<file path="src/include/irq_map_pkg.sv">
// Constants and carrier types for the interrupt mapping and status block
package irq_map_pkg;
   // Register offsets
   localparam logic [7:0] SOURCE_SELECT_ADDR = 8'h0D;
   localparam logic [7:0] EVENT_STATUS_ADDR = 8'h0E;
   // Reset values
   localparam logic [7:0] SOURCE_SELECT_RESET = 8'h00;
   localparam logic [7:0] EVENT_STATUS_RESET = 8'h01;
   // Source select field positions
   localparam int RX_A_SEL_HI = 7;
   localparam int RX_A_SEL_LO = 6;
   localparam int RX_B_SEL_HI = 5;
   localparam int RX_B_SEL_LO = 4;
   localparam int TX_A_SEL_BIT = 3;
   localparam int TX_B_SEL_BIT = 2;
   localparam int FULL_BIT = 1;
   localparam int NOT_EMPTY_BIT = 0;
   // Control and status field positions
   localparam int FILL_MODE_BIT = 7;
   localparam int FILL_START_BIT = 6;
   localparam int TX_DONE_BIT = 5;
   localparam int OVERFLOW_BIT = 4;
   localparam int LEVEL_ENABLE_BIT = 3;
   localparam int SIGNAL_PRESENT_BIT = 2;
   localparam int LOCKED_BIT = 1;
   localparam int LOCK_PIN_ENABLE_BIT = 0;
   // Synchroniser depth for pin inputs
   localparam int SYNC_STAGES = 3;

   typedef enum logic [1:0] {
      MODE_CONTINUOUS = 2'h0,
      MODE_BUFFERED = 2'h1,
      MODE_PACKET = 2'h2
   } data_mode_t;

   // Live status of the radio core, same clock as this block
   typedef struct packed {
      logic direction_tx;
      data_mode_t data_mode;
      logic pattern_bit;
      logic start_detect;
      logic write_byte;
      logic data_ready;
      logic node_match;
      logic node_match_enable;
      logic crc_ok;
      logic recovered_bit_clock;
      logic fifo_full;
      logic fifo_not_empty;
      logic fifo_overflow;
      logic tx_last_bit;
      logic [6:0] fifo_count;
      logic [5:0] fifo_threshold;
      logic [7:0] rssi_level;
      logic [7:0] level_threshold;
   } core_status_t;

   // Host register port request
   typedef struct packed {
      logic write;
      logic read;
      logic [7:0] addr;
      logic [7:0] wdata;
   } cfg_req_t;
endpackage : irq_map_pkg

</file>
<file path="src/verilog/radio_irq_map.sv">
// Interrupt pin routing, FIFO control and event status registers of the radio
//
// Functional notes
// - Receive continuous: pin A pattern, level, start
// - Receive buffered: pin A low, byte, nonempty, start
// - Receive packet: pin A ready, byte, nonempty, match/start
// - Receive continuous: pin B carries recovered clock
// - Receive buffered: pin B low, full, level, threshold
// - Receive packet: pin B crc, full, level, threshold
// - Transmit pin B: clock, full or done
// - Read-only full bit 1, nonempty bit 0
// - Fill on pattern, or while fill-start set
// - Fill-start set by pattern; write controls it
// - Transmit-done bit shows last bit handed over
// - Buffered: writing overflow one flushes FIFO
// - Packet: overflow write flushes, new packet ready
// - Level enable gates signal-present flag setting
// - Signal-present latches, cleared by writing one
// - Lock flag latches on lock, write-one clears
// - Lock pin high unless enabled, then live
// - Reset values 0x00 and 0x01
// - Level compared with eight-bit threshold
// - FIFO threshold at count of field plus one
`timescale 1ns/10ps
module radio_irq_map #(
   parameter int COUNT_W = 7,
   parameter int THRESH_W = 6
) (
   input wire logic sys_clk,
   input wire logic sys_rst,
   input irq_map_pkg::core_status_t core_status,
   input wire logic synth_lock_pin,
   input irq_map_pkg::cfg_req_t cfg_req,
   output logic [7:0] cfg_rdata,
   output logic host_int_pin_a,
   output logic host_int_pin_b,
   output logic lock_indicator_pin,
   output logic fifo_fill_enable,
   output logic fifo_flush,
   output logic pattern_rearm
);
   // ----------------------------------------
   // Parameter check
   // ----------------------------------------
   if (COUNT_W != 7 || THRESH_W != 6) begin : g_width_check
      $error("radio_irq_map: count widths must match the status carrier");
   end

   // ----------------------------------------
   // Register state
   // ----------------------------------------
   logic [1:0] rx_pin_a_select;
   logic [1:0] rx_pin_b_select;
   logic tx_pin_a_select;
   logic tx_pin_b_select;
   logic fill_mode;
   logic fill_start;
   logic level_event_enable;
   logic signal_present_flag;
   logic synth_locked_flag;
   logic lock_out_enable;
   logic lock_seen;
   logic [1:0] next_rx_pin_a_select;
   logic [1:0] next_rx_pin_b_select;
   logic next_tx_pin_a_select;
   logic next_tx_pin_b_select;
   logic next_fill_mode;
   logic next_fill_start;
   logic next_level_event_enable;
   logic next_signal_present_flag;
   logic next_synth_locked_flag;
   logic next_lock_out_enable;
   logic [7:0] next_cfg_rdata;
   logic next_fifo_flush;
   logic next_pattern_rearm;
   logic next_pin_a;
   logic next_pin_b;
   logic next_lock_pin;
   logic synth_lock;
   logic level_event;
   logic fifo_threshold_event;
   logic write_select;
   logic write_status;
   logic [7:0] select_view;
   logic [7:0] status_view;

   pin_sync #(
      .WIDTH(1)
   ) lock_sync (
      .sys_clk(sys_clk),
      .sys_rst(sys_rst),
      .pin_in(synth_lock_pin),
      .pin_out(synth_lock)
   );

   // ----------------------------------------
   // Events
   // ----------------------------------------
   always_comb begin
      level_event = core_status.rssi_level >= core_status.level_threshold;
      fifo_threshold_event = core_status.fifo_count >=
         ({1'b0, core_status.fifo_threshold} + 7'h01);
   end

   // ----------------------------------------
   // Register address decode
   // ----------------------------------------
   always_comb begin
      write_select = cfg_req.write && cfg_req.addr == irq_map_pkg::SOURCE_SELECT_ADDR;
      write_status = cfg_req.write && cfg_req.addr == irq_map_pkg::EVENT_STATUS_ADDR;
   end

   // ----------------------------------------
   // Register views
   // ----------------------------------------
   always_comb begin
      select_view = 8'h00;
      select_view[irq_map_pkg::RX_A_SEL_HI:irq_map_pkg::RX_A_SEL_LO] = rx_pin_a_select;
      select_view[irq_map_pkg::RX_B_SEL_HI:irq_map_pkg::RX_B_SEL_LO] = rx_pin_b_select;
      select_view[irq_map_pkg::TX_A_SEL_BIT] = tx_pin_a_select;
      select_view[irq_map_pkg::TX_B_SEL_BIT] = tx_pin_b_select;
      select_view[irq_map_pkg::FULL_BIT] = core_status.fifo_full;
      select_view[irq_map_pkg::NOT_EMPTY_BIT] = core_status.fifo_not_empty;
      status_view = 8'h00;
      status_view[irq_map_pkg::FILL_MODE_BIT] = fill_mode;
      status_view[irq_map_pkg::FILL_START_BIT] = fill_start;
      status_view[irq_map_pkg::TX_DONE_BIT] = core_status.tx_last_bit;
      status_view[irq_map_pkg::OVERFLOW_BIT] = core_status.fifo_overflow;
      status_view[irq_map_pkg::LEVEL_ENABLE_BIT] = level_event_enable;
      status_view[irq_map_pkg::SIGNAL_PRESENT_BIT] = signal_present_flag;
      status_view[irq_map_pkg::LOCKED_BIT] = synth_locked_flag;
      status_view[irq_map_pkg::LOCK_PIN_ENABLE_BIT] = lock_out_enable;
   end

   // ----------------------------------------
   // Source select writes
   // ----------------------------------------
   always_comb begin
      next_rx_pin_a_select = rx_pin_a_select;
      next_rx_pin_b_select = rx_pin_b_select;
      next_tx_pin_a_select = tx_pin_a_select;
      next_tx_pin_b_select = tx_pin_b_select;
      if (write_select) begin
         next_rx_pin_a_select =
            cfg_req.wdata[irq_map_pkg::RX_A_SEL_HI:irq_map_pkg::RX_A_SEL_LO];
         next_rx_pin_b_select =
            cfg_req.wdata[irq_map_pkg::RX_B_SEL_HI:irq_map_pkg::RX_B_SEL_LO];
         next_tx_pin_a_select = cfg_req.wdata[irq_map_pkg::TX_A_SEL_BIT];
         next_tx_pin_b_select = cfg_req.wdata[irq_map_pkg::TX_B_SEL_BIT];
      end
   end

   // ----------------------------------------
   // Control writes and flags
   // ----------------------------------------
   always_comb begin
      next_fill_mode = fill_mode;
      next_fill_start = fill_start;
      next_level_event_enable = level_event_enable;
      next_signal_present_flag = signal_present_flag;
      next_synth_locked_flag = synth_locked_flag;
      next_lock_out_enable = lock_out_enable;
      next_fifo_flush = 1'b0;
      next_pattern_rearm = 1'b0;
      if (write_status) begin
         next_fill_mode = cfg_req.wdata[irq_map_pkg::FILL_MODE_BIT];
         next_level_event_enable = cfg_req.wdata[irq_map_pkg::LEVEL_ENABLE_BIT];
         next_lock_out_enable = cfg_req.wdata[irq_map_pkg::LOCK_PIN_ENABLE_BIT];
         if (fill_mode) begin
            next_fill_start = cfg_req.wdata[irq_map_pkg::FILL_START_BIT];
         end else if (cfg_req.wdata[irq_map_pkg::FILL_START_BIT]) begin
            next_fill_start = 1'b0;
            next_pattern_rearm = 1'b1;
         end
         if (cfg_req.wdata[irq_map_pkg::OVERFLOW_BIT] &&
             core_status.data_mode != irq_map_pkg::MODE_CONTINUOUS) begin
            next_fifo_flush = 1'b1;
         end
         if (cfg_req.wdata[irq_map_pkg::SIGNAL_PRESENT_BIT]) begin
            next_signal_present_flag = 1'b0;
         end
         if (cfg_req.wdata[irq_map_pkg::LOCKED_BIT]) begin
            next_synth_locked_flag = 1'b0;
         end
      end
      // Hardware set wins over a clear in the same cycle
      if (!fill_mode && core_status.start_detect) begin
         next_fill_start = 1'b1;
      end
      if (level_event_enable && level_event) begin
         next_signal_present_flag = 1'b1;
      end
      if (synth_lock && !lock_seen) begin
         next_synth_locked_flag = 1'b1;
      end
   end

   // ----------------------------------------
   // Read data
   // ----------------------------------------
   always_comb begin
      next_cfg_rdata = 8'h00;
      if (cfg_req.read) begin
         unique case (cfg_req.addr)
            irq_map_pkg::SOURCE_SELECT_ADDR: next_cfg_rdata = select_view;
            irq_map_pkg::EVENT_STATUS_ADDR: next_cfg_rdata = status_view;
            default: next_cfg_rdata = 8'h00;
         endcase
      end
   end

   // ----------------------------------------
   // Pin source routing
   // ----------------------------------------
   always_comb begin
      next_pin_a = 1'b0;
      next_pin_b = 1'b0;
      if (core_status.direction_tx) begin
         if (core_status.data_mode == irq_map_pkg::MODE_CONTINUOUS) begin
            next_pin_a = 1'b0;
            next_pin_b = core_status.recovered_bit_clock;
         end else begin
            next_pin_a = tx_pin_a_select ? core_status.fifo_not_empty
                                         : fifo_threshold_event;
            next_pin_b = tx_pin_b_select ? core_status.tx_last_bit
                                         : core_status.fifo_full;
         end
      end else begin
         unique case (core_status.data_mode)
            irq_map_pkg::MODE_CONTINUOUS: begin
               unique case (rx_pin_a_select)
                  2'h0: next_pin_a = core_status.pattern_bit;
                  2'h1: next_pin_a = level_event;
                  default: next_pin_a = core_status.start_detect;
               endcase
               next_pin_b = core_status.recovered_bit_clock;
            end
            irq_map_pkg::MODE_BUFFERED: begin
               unique case (rx_pin_a_select)
                  2'h0: next_pin_a = 1'b0;
                  2'h1: next_pin_a = core_status.write_byte;
                  2'h2: next_pin_a = core_status.fifo_not_empty;
                  default: next_pin_a = core_status.start_detect;
               endcase
               unique case (rx_pin_b_select)
                  2'h0: next_pin_b = 1'b0;
                  2'h1: next_pin_b = core_status.fifo_full;
                  2'h2: next_pin_b = level_event;
                  default: next_pin_b = fifo_threshold_event;
               endcase
            end
            default: begin
               unique case (rx_pin_a_select)
                  2'h0: next_pin_a = core_status.data_ready;
                  2'h1: next_pin_a = core_status.write_byte;
                  2'h2: next_pin_a = core_status.fifo_not_empty;
                  default: next_pin_a = core_status.node_match_enable
                     ? core_status.node_match : core_status.start_detect;
               endcase
               unique case (rx_pin_b_select)
                  2'h0: next_pin_b = core_status.crc_ok;
                  2'h1: next_pin_b = core_status.fifo_full;
                  2'h2: next_pin_b = level_event;
                  default: next_pin_b = fifo_threshold_event;
               endcase
            end
         endcase
      end
   end

   // ----------------------------------------
   // Lock indicator
   // ----------------------------------------
   always_comb begin
      next_lock_pin = lock_out_enable ? synth_lock : 1'b1;
   end

   // ----------------------------------------
   // Source select registers
   // ----------------------------------------
   always_ff @(posedge sys_clk) begin
      if (sys_rst) begin
         rx_pin_a_select <= irq_map_pkg::SOURCE_SELECT_RESET[7:6];
         rx_pin_b_select <= irq_map_pkg::SOURCE_SELECT_RESET[5:4];
         tx_pin_a_select <= irq_map_pkg::SOURCE_SELECT_RESET[3];
         tx_pin_b_select <= irq_map_pkg::SOURCE_SELECT_RESET[2];
      end else begin
         rx_pin_a_select <= next_rx_pin_a_select;
         rx_pin_b_select <= next_rx_pin_b_select;
         tx_pin_a_select <= next_tx_pin_a_select;
         tx_pin_b_select <= next_tx_pin_b_select;
      end
   end

   // ----------------------------------------
   // Control and status registers
   // ----------------------------------------
   always_ff @(posedge sys_clk) begin
      if (sys_rst) begin
         fill_mode <= irq_map_pkg::EVENT_STATUS_RESET[7];
         fill_start <= irq_map_pkg::EVENT_STATUS_RESET[6];
         level_event_enable <= irq_map_pkg::EVENT_STATUS_RESET[3];
         signal_present_flag <= irq_map_pkg::EVENT_STATUS_RESET[2];
         synth_locked_flag <= irq_map_pkg::EVENT_STATUS_RESET[1];
         lock_out_enable <= irq_map_pkg::EVENT_STATUS_RESET[0];
         lock_seen <= 1'b0;
      end else begin
         fill_mode <= next_fill_mode;
         fill_start <= next_fill_start;
         level_event_enable <= next_level_event_enable;
         signal_present_flag <= next_signal_present_flag;
         synth_locked_flag <= next_synth_locked_flag;
         lock_out_enable <= next_lock_out_enable;
         lock_seen <= synth_lock;
      end
   end

   // ----------------------------------------
   // Registered outputs
   // ----------------------------------------
   always_ff @(posedge sys_clk) begin
      if (sys_rst) begin
         cfg_rdata <= 8'h00;
         fifo_flush <= 1'b0;
         pattern_rearm <= 1'b0;
         host_int_pin_a <= 1'b0;
         host_int_pin_b <= 1'b0;
         lock_indicator_pin <= 1'b1;
         fifo_fill_enable <= 1'b0;
      end else begin
         cfg_rdata <= next_cfg_rdata;
         fifo_flush <= next_fifo_flush;
         pattern_rearm <= next_pattern_rearm;
         host_int_pin_a <= next_pin_a;
         host_int_pin_b <= next_pin_b;
         lock_indicator_pin <= next_lock_pin;
         fifo_fill_enable <= next_fill_start;
      end
   end
endmodule : radio_irq_map

</file>
<file path="src/verilog/pin_sync.sv">
// Three-stage synchroniser that accepts a change once stages two and three agree
`timescale 1ns/10ps
module pin_sync #(
   parameter int WIDTH = 1
) (
   input wire logic sys_clk,
   input wire logic sys_rst,
   input wire logic [WIDTH-1:0] pin_in,
   output logic [WIDTH-1:0] pin_out
);
   logic [WIDTH-1:0] stage1;
   logic [WIDTH-1:0] stage2;
   logic [WIDTH-1:0] stage3;
   logic [WIDTH-1:0] next_out;

   if (irq_map_pkg::SYNC_STAGES != 3 || WIDTH < 1) begin : g_config_check
      $error("pin_sync: unsupported configuration");
   end

   // ----------------------------------------
   // Accept value on agreement
   // ----------------------------------------
   always_comb begin
      next_out = pin_out;
      for (int i = 0; i < WIDTH; i++) begin
         if (stage2[i] == stage3[i]) begin
            next_out[i] = stage3[i];
         end
      end
   end

   always_ff @(posedge sys_clk) begin
      if (sys_rst) begin
         stage1 <= '0;
         stage2 <= '0;
         stage3 <= '0;
         pin_out <= '0;
      end else begin
         stage1 <= pin_in;
         stage2 <= stage1;
         stage3 <= stage2;
         pin_out <= next_out;
      end
   end
endmodule : pin_sync

</file>
<file path="config.mk">
export PLATFORM = sky130hd
export DESIGN_NAME = radio_irq_map
export DESIGN_NICKNAME = d
export VERILOG_FILES = /design/src/include/irq_map_pkg.sv /design/src/verilog/radio_irq_map.sv /design/src/verilog/pin_sync.sv
export SDC_FILE = /design/constraint.sdc
export NUM_CORES = 1
export LEC_CHECK = 0
export BUFFER_PORTS_ARGS = -buffer_cell sky130_fd_sc_hd__buf_2
export CAP_MARGIN = 10
export CORE_UTILIZATION = 46
export CTS_CLUSTER_DIAMETER = 80
export DETAILED_ROUTE_END_ITERATION = 16
export PLACE_DENSITY = 0.79
export SLEW_MARGIN = 25
export SYNTH_ARGS = -nofsm -noshare
export SYNTH_HDL_FRONTEND = slang
export SYNTH_SLANG_ARGS = --single-unit
</file>
<file path="constraint.sdc">
create_clock -name sys_clk -period 3.2 [get_ports sys_clk]
set_clock_uncertainty 0.2 [all_clocks]
set_input_delay 0.64 -clock sys_clk [delete_from_list [all_inputs] [get_ports sys_clk]]
set_output_delay 0.64 -clock sys_clk [all_outputs]
set_load 0.05 [all_outputs]
</file>
# After elaboration in Yosys (flattened, before gate mapping)
# Cells that the tools add are included.
# W data, S select, Z words.
dict set report op_classes {
  reduce_logical 25
  div 0
  eq_ne 8
  magnitude_cmp 2
  multipliers 0
  addsub 1
  muxes 27
  shift 0
  bitwise 3
}
# cell n
set ops {}
lappend ops {{$mux W1} 19}
lappend ops {{$eq A8 B4 Y1 const B} 2}
lappend ops {{$pmux W8 S2} 1}
lappend ops {{$pmux W1 S3} 4}
lappend ops {{$reduce_bool A2 Y1} 6}
lappend ops {{$ge A8 B8 Y1} 1}
lappend ops {{$add A6 B1 Y7 const B} 1}
lappend ops {{$ge A7 B7 Y1} 1}
lappend ops {{$eq A2 B1 Y1 const B} 3}
lappend ops {{$logic_and A1 B1 Y1} 6}
lappend ops {{$logic_not A2 Y1} 3}
lappend ops {{$pmux W1 S2} 3}
lappend ops {{$reduce_and A2 Y1} 3}
lappend ops {{$reduce_or A2 Y1} 3}
lappend ops {{$eq A2 B2 Y1 const B} 2}
lappend ops {{$not A1 Y1} 3}
lappend ops {{$reduce_bool A3 Y1} 1}
lappend ops {{$reduce_or A3 Y1} 1}
lappend ops {{$logic_not A1 Y1} 2}
lappend ops {{$eq A1 B1 Y1} 1}
dict set report word_totals {
  latchBits 0
  mem_bits_ro 0
  wordCells 87
  reg_bits 30
  memories 0
  output_inout_bits 14
  input_bits 65
  mem_bits_rw 0
}

# Logic depth before layout (Yosys ltp)
dict set report logic_depth {
  word_depth 5
  mapped_depth 8
  depth_no_buf 8
}

# Cells and area by module
# From an unflattened synthesis, not the netlist that was laid out.
dict set report hier_totals {
  hier_cells 200
  hier_area_um2 1700.4
}
# mod cells_each seq_area_each_um2 n_inst area_per_inst_um2
set modules_own_cells {}
lappend modules_own_cells {radio_irq_map 190 520.5 1 1587.8}
lappend modules_own_cells {pin_sync 10 80.1 1 112.6}

# Least setup slack after synthesis
# Ideal clock, no wire load.
dict set report synth_path {
  kind {in2reg}
  start {in core_status[16] in the netlist's numbering}
  end {reg host_int_pin_a}
  n_path_buf 0
  setup_slack_ns 0.705
  setup_time_ns 0.062
  stages 8
  arrival_ns 2.233
  required_time_ns 2.938
  path_cell_list {ha_1 > nand3_1 > xor2_1 > ha_1 > nand4_1 > o221a_2 > or4b_1 > nand3_1}
}
dict set report synth_between {
  elab_chain_len 5
}
# element line_no
set synth_rtl {}
lappend synth_rtl {{from (decl)} radio_irq_map.sv:31} ;# input irq_map_pkg::core_status_t core_status,
lappend synth_rtl {{$add A6 B1 Y7} radio_irq_map.sv:102} ;# ({1'b0, core_status.fifo_threshold} + 7'h01);
lappend synth_rtl {{$ge A7 B7 Y1} radio_irq_map.sv:101} ;# fifo_threshold_event = core_status.fifo_count >=
lappend synth_rtl {{$mux W1} radio_irq_map.sv:223} ;# next_pin_a = tx_pin_a_select ? core_status.fifo_not_empty
lappend synth_rtl {{$mux W1} radio_irq_map.sv:219} ;# if (core_status.data_mode == irq_map_pkg::MODE_CONTINUOUS) begin
lappend synth_rtl {{$mux W1} radio_irq_map.sv:218} ;# if (core_status.direction_tx) begin
lappend synth_rtl {{to (signal assigned)} radio_irq_map.sv:334} ;# host_int_pin_a <= next_pin_a;
lappend synth_rtl {{to (decl)} radio_irq_map.sv:35} ;# output logic host_int_pin_a,
# No other way between the ends.
# A chain may end at the register's enable or synchronous reset.

# Worst setup path after layout
# Ends and elaborated chain as after synthesis.

==> results.md <==
* LEAKAGE at 1.08 nW
* Worst hold path type: reg2reg
* Routed vias/inst at 5.18
* Seq/Total Area, Yosys at 0.362
* Routability cong. at 0.773
* Clock latency on the worst-skew pair at 330 ps
* Initial Util at 0.489
* Worst Path Buf+Inv at 1
* Critical Path AT at 2440 ps
* H-tree Lvls at 2
* Clock sink count at 30
* Core ar. at 3390 um2
* CP max FO at 4
* Synth async-reset ratio at 0
* Commonest non-fill, non-tap cell in the layout: buf_2
* Fmax at 0.421 GHz
* Final TNS setup at 0 ps
* Worst Tran Pin Value at 590 ps
* Layout cells sized above 1 at 0.326
* Yosys warns at 0
* Diode count at 0
* Filler cells at 308
* Setup violators final at 0
* CP max-delay cell: or4b_1
* Post-Place Cells at 312
* Area leader, netlist: dfxtp_1
* CTS root buf: clkbuf_4
* Design area at 2120 um2
* Post-Syn Area per Cell at 8.60 um2
* Clock transition at path regs at 90 ps
* GR Util met1 at 0.263
* Outcome: finished clean
* Yosys cell types at 37
* Top reg by flops: cfg_rdata
* Die Ht at 62.1 um
* EDFF count, synth at 0
* Routed wire length per instance at 11.3 um
* Boundary Pins at 79
* Die W at 62.1 um
* Post_cts resized at 0
* Largest stage delay, worst path at 500 ps
* Fin crit period at 2370 ps
* Maxcap violations at 0
* VDD IR max at 0.196 mV
* Final Max Tran Viols at 0
* R2R Path Start: rx_pin_a_select[0]
* Setup repair after global routing missed its margin: false
* Syn nets at 274
* Crit Path Category: in2reg
* Worst path top cell family by delay: simple AND/OR/NAND/NOR gates
* Drt total wl at 3.62 mm
* DR vias at 1651
* Most frequent cells in the layout: 78 x buf_2, 30 x dfxtp_1, 26 x nor2_1, 18 x inv_1, 16 x ha_1
* Biggest regs: cfg_rdata (8), rx_pin_a_select (2), rx_pin_b_select (2)
* Antenna Violating Nets Remaining at 0
* Bufs on Longest Clock Path at 2
* Pwr per Cell Area at 339 nW/um2
* Die area at 3850 um2
* CP Launch Type: input port
* Layout Cells excl Fill at 319
* DR pass1 iterations at 7
* Pre-CTS setup slack at 485 ps
* Yosys top cell area share at 0.362
* Period utilization at 0.742
* Met3 Use GR at 0.0621
* Post-placement cell area at 2070 um2
* Drt first-iter violations at 58
* Initial antenna violation count at 0
* Area contributors post-synth: dfxtp_1 36%, ha_1 12%, nor2_1 5.9%, mux2i_1 5.4%, inv_1 4.1%
* Synth Cell Area at 1660 um2
* Busiest grt layer: met2
* TritonCTS clock tree: built
* Setup bufs post-CTS at 0
* Number of flip-flops in the largest register at 8
* Max_slew headroom at 0.605
* Commonest register cell after synthesis: dfxtp_1
* Syn-to-layout area delta at 27.8%
* CP endpoint kind: flip-flop
* Largest net degree at the start of global routing at 24
* CTS buffer count at 5
* Critical Path Start: core_status[16]
* Hold wc startpoint: lock_out_enable
* Hold_buf cts at 0
* First-pass GRT wire length at 5.75 mm
* Critical Path, Cell by Cell: buf_2 > ha_1 > nand3_1 > xor2_1 > ha_1 > nand4_1 > o221a_2 > or4b_1 > nand3_1
* Port bufs at 78
* Global routing usage on met2 at 0.324
* GR Overflow Total at 0
* Vias in the first global route at 1405
* Cells after synthesis at 193
* Fin. Hold Viols at 0
* Final WS setup at 827 ps
* DP HPWL at 2.94 mm
* Row count at 21
* Required @ worst endpoint at 3270 ps
* GRT Total Usage at 0.206
* Synth Register Bits at 30
* Nets at 354
* DRC errors left at 0
where the power goes:
group,internal (W),switching (W)
Sequential,0.000379,0.00000236
Clock,0.0000787,0.000125
Combinational,0.0000630,0.0000713
cells by family (layout without fill, tap and decap cells):
logic type,Yosys count,count (layout),synth area share
adders and majority gates,16,16,0.121
muxes,9,9,0.0543
AOI/OAI and AO/OA,46,46,0.179
buffers and inverters,23,103,0.0618
and+or+nand+nor,65,65,0.201
xor gates and xnor gates,4,4,0.0211
DFF,30,30,0.362
final timing paths:
kind         slack (ps)  cells after the start            endpoint
max reg2reg        1840                      5      host_int_pin_a
max                 830                      9      host_int_pin_a
min reg2reg         210                      1  lock_indicator_pin
min                 210                      1  lock_indicator_pin
metrics by stage:
stage / utilization / hold slack (ps) / total power [W]
after floorplan: - / 171 / 0.000463
after global placement: 0.611 / 191 / 0.000522
after detailed placement: 0.611 / 192 / 0.000525
after CTS: 0.625 / 221 / 0.000729
after global routing: 0.625 / 238 / 0.000762
final: 0.625 / 211 / 0.000719
routing by layer:
metal  share of wire  wire length, um  up-vias
li1                -                -      838
met1            0.44             1590      756
met2            0.48             1750       52
met3           0.063              227        5
met4           0.015               55        0
met5               0                0        -
area by class of cell:
cell class	count	area, um2	share of cell area
sequential	30	601	0.283
clock inverter	2	10.0	0.00472
multi-input combinational	140	956	0.451
timing repair buffer	78	390	0.184
clock buffer	5	37.5	0.0177
tap	46	57.6	0.0272
inverter	18	67.6	0.0319
synthesized netlist by cell type, types with 3 or more instances:
master and n:
nand3_1 9, and3_1 3, mux2i_1 9, nand4_1 3
nor2_1 26, o21ai_0 7, a22oi_1 8, dfxtp_1 30
xor2_1 3, a21oi_1 12, nand2b_1 5, nand2_1 7
inv_1 18, ha_1 16, a211oi_1 5, nor2b_1 4
Note: power is estimated with default switching activity, not from simulation.
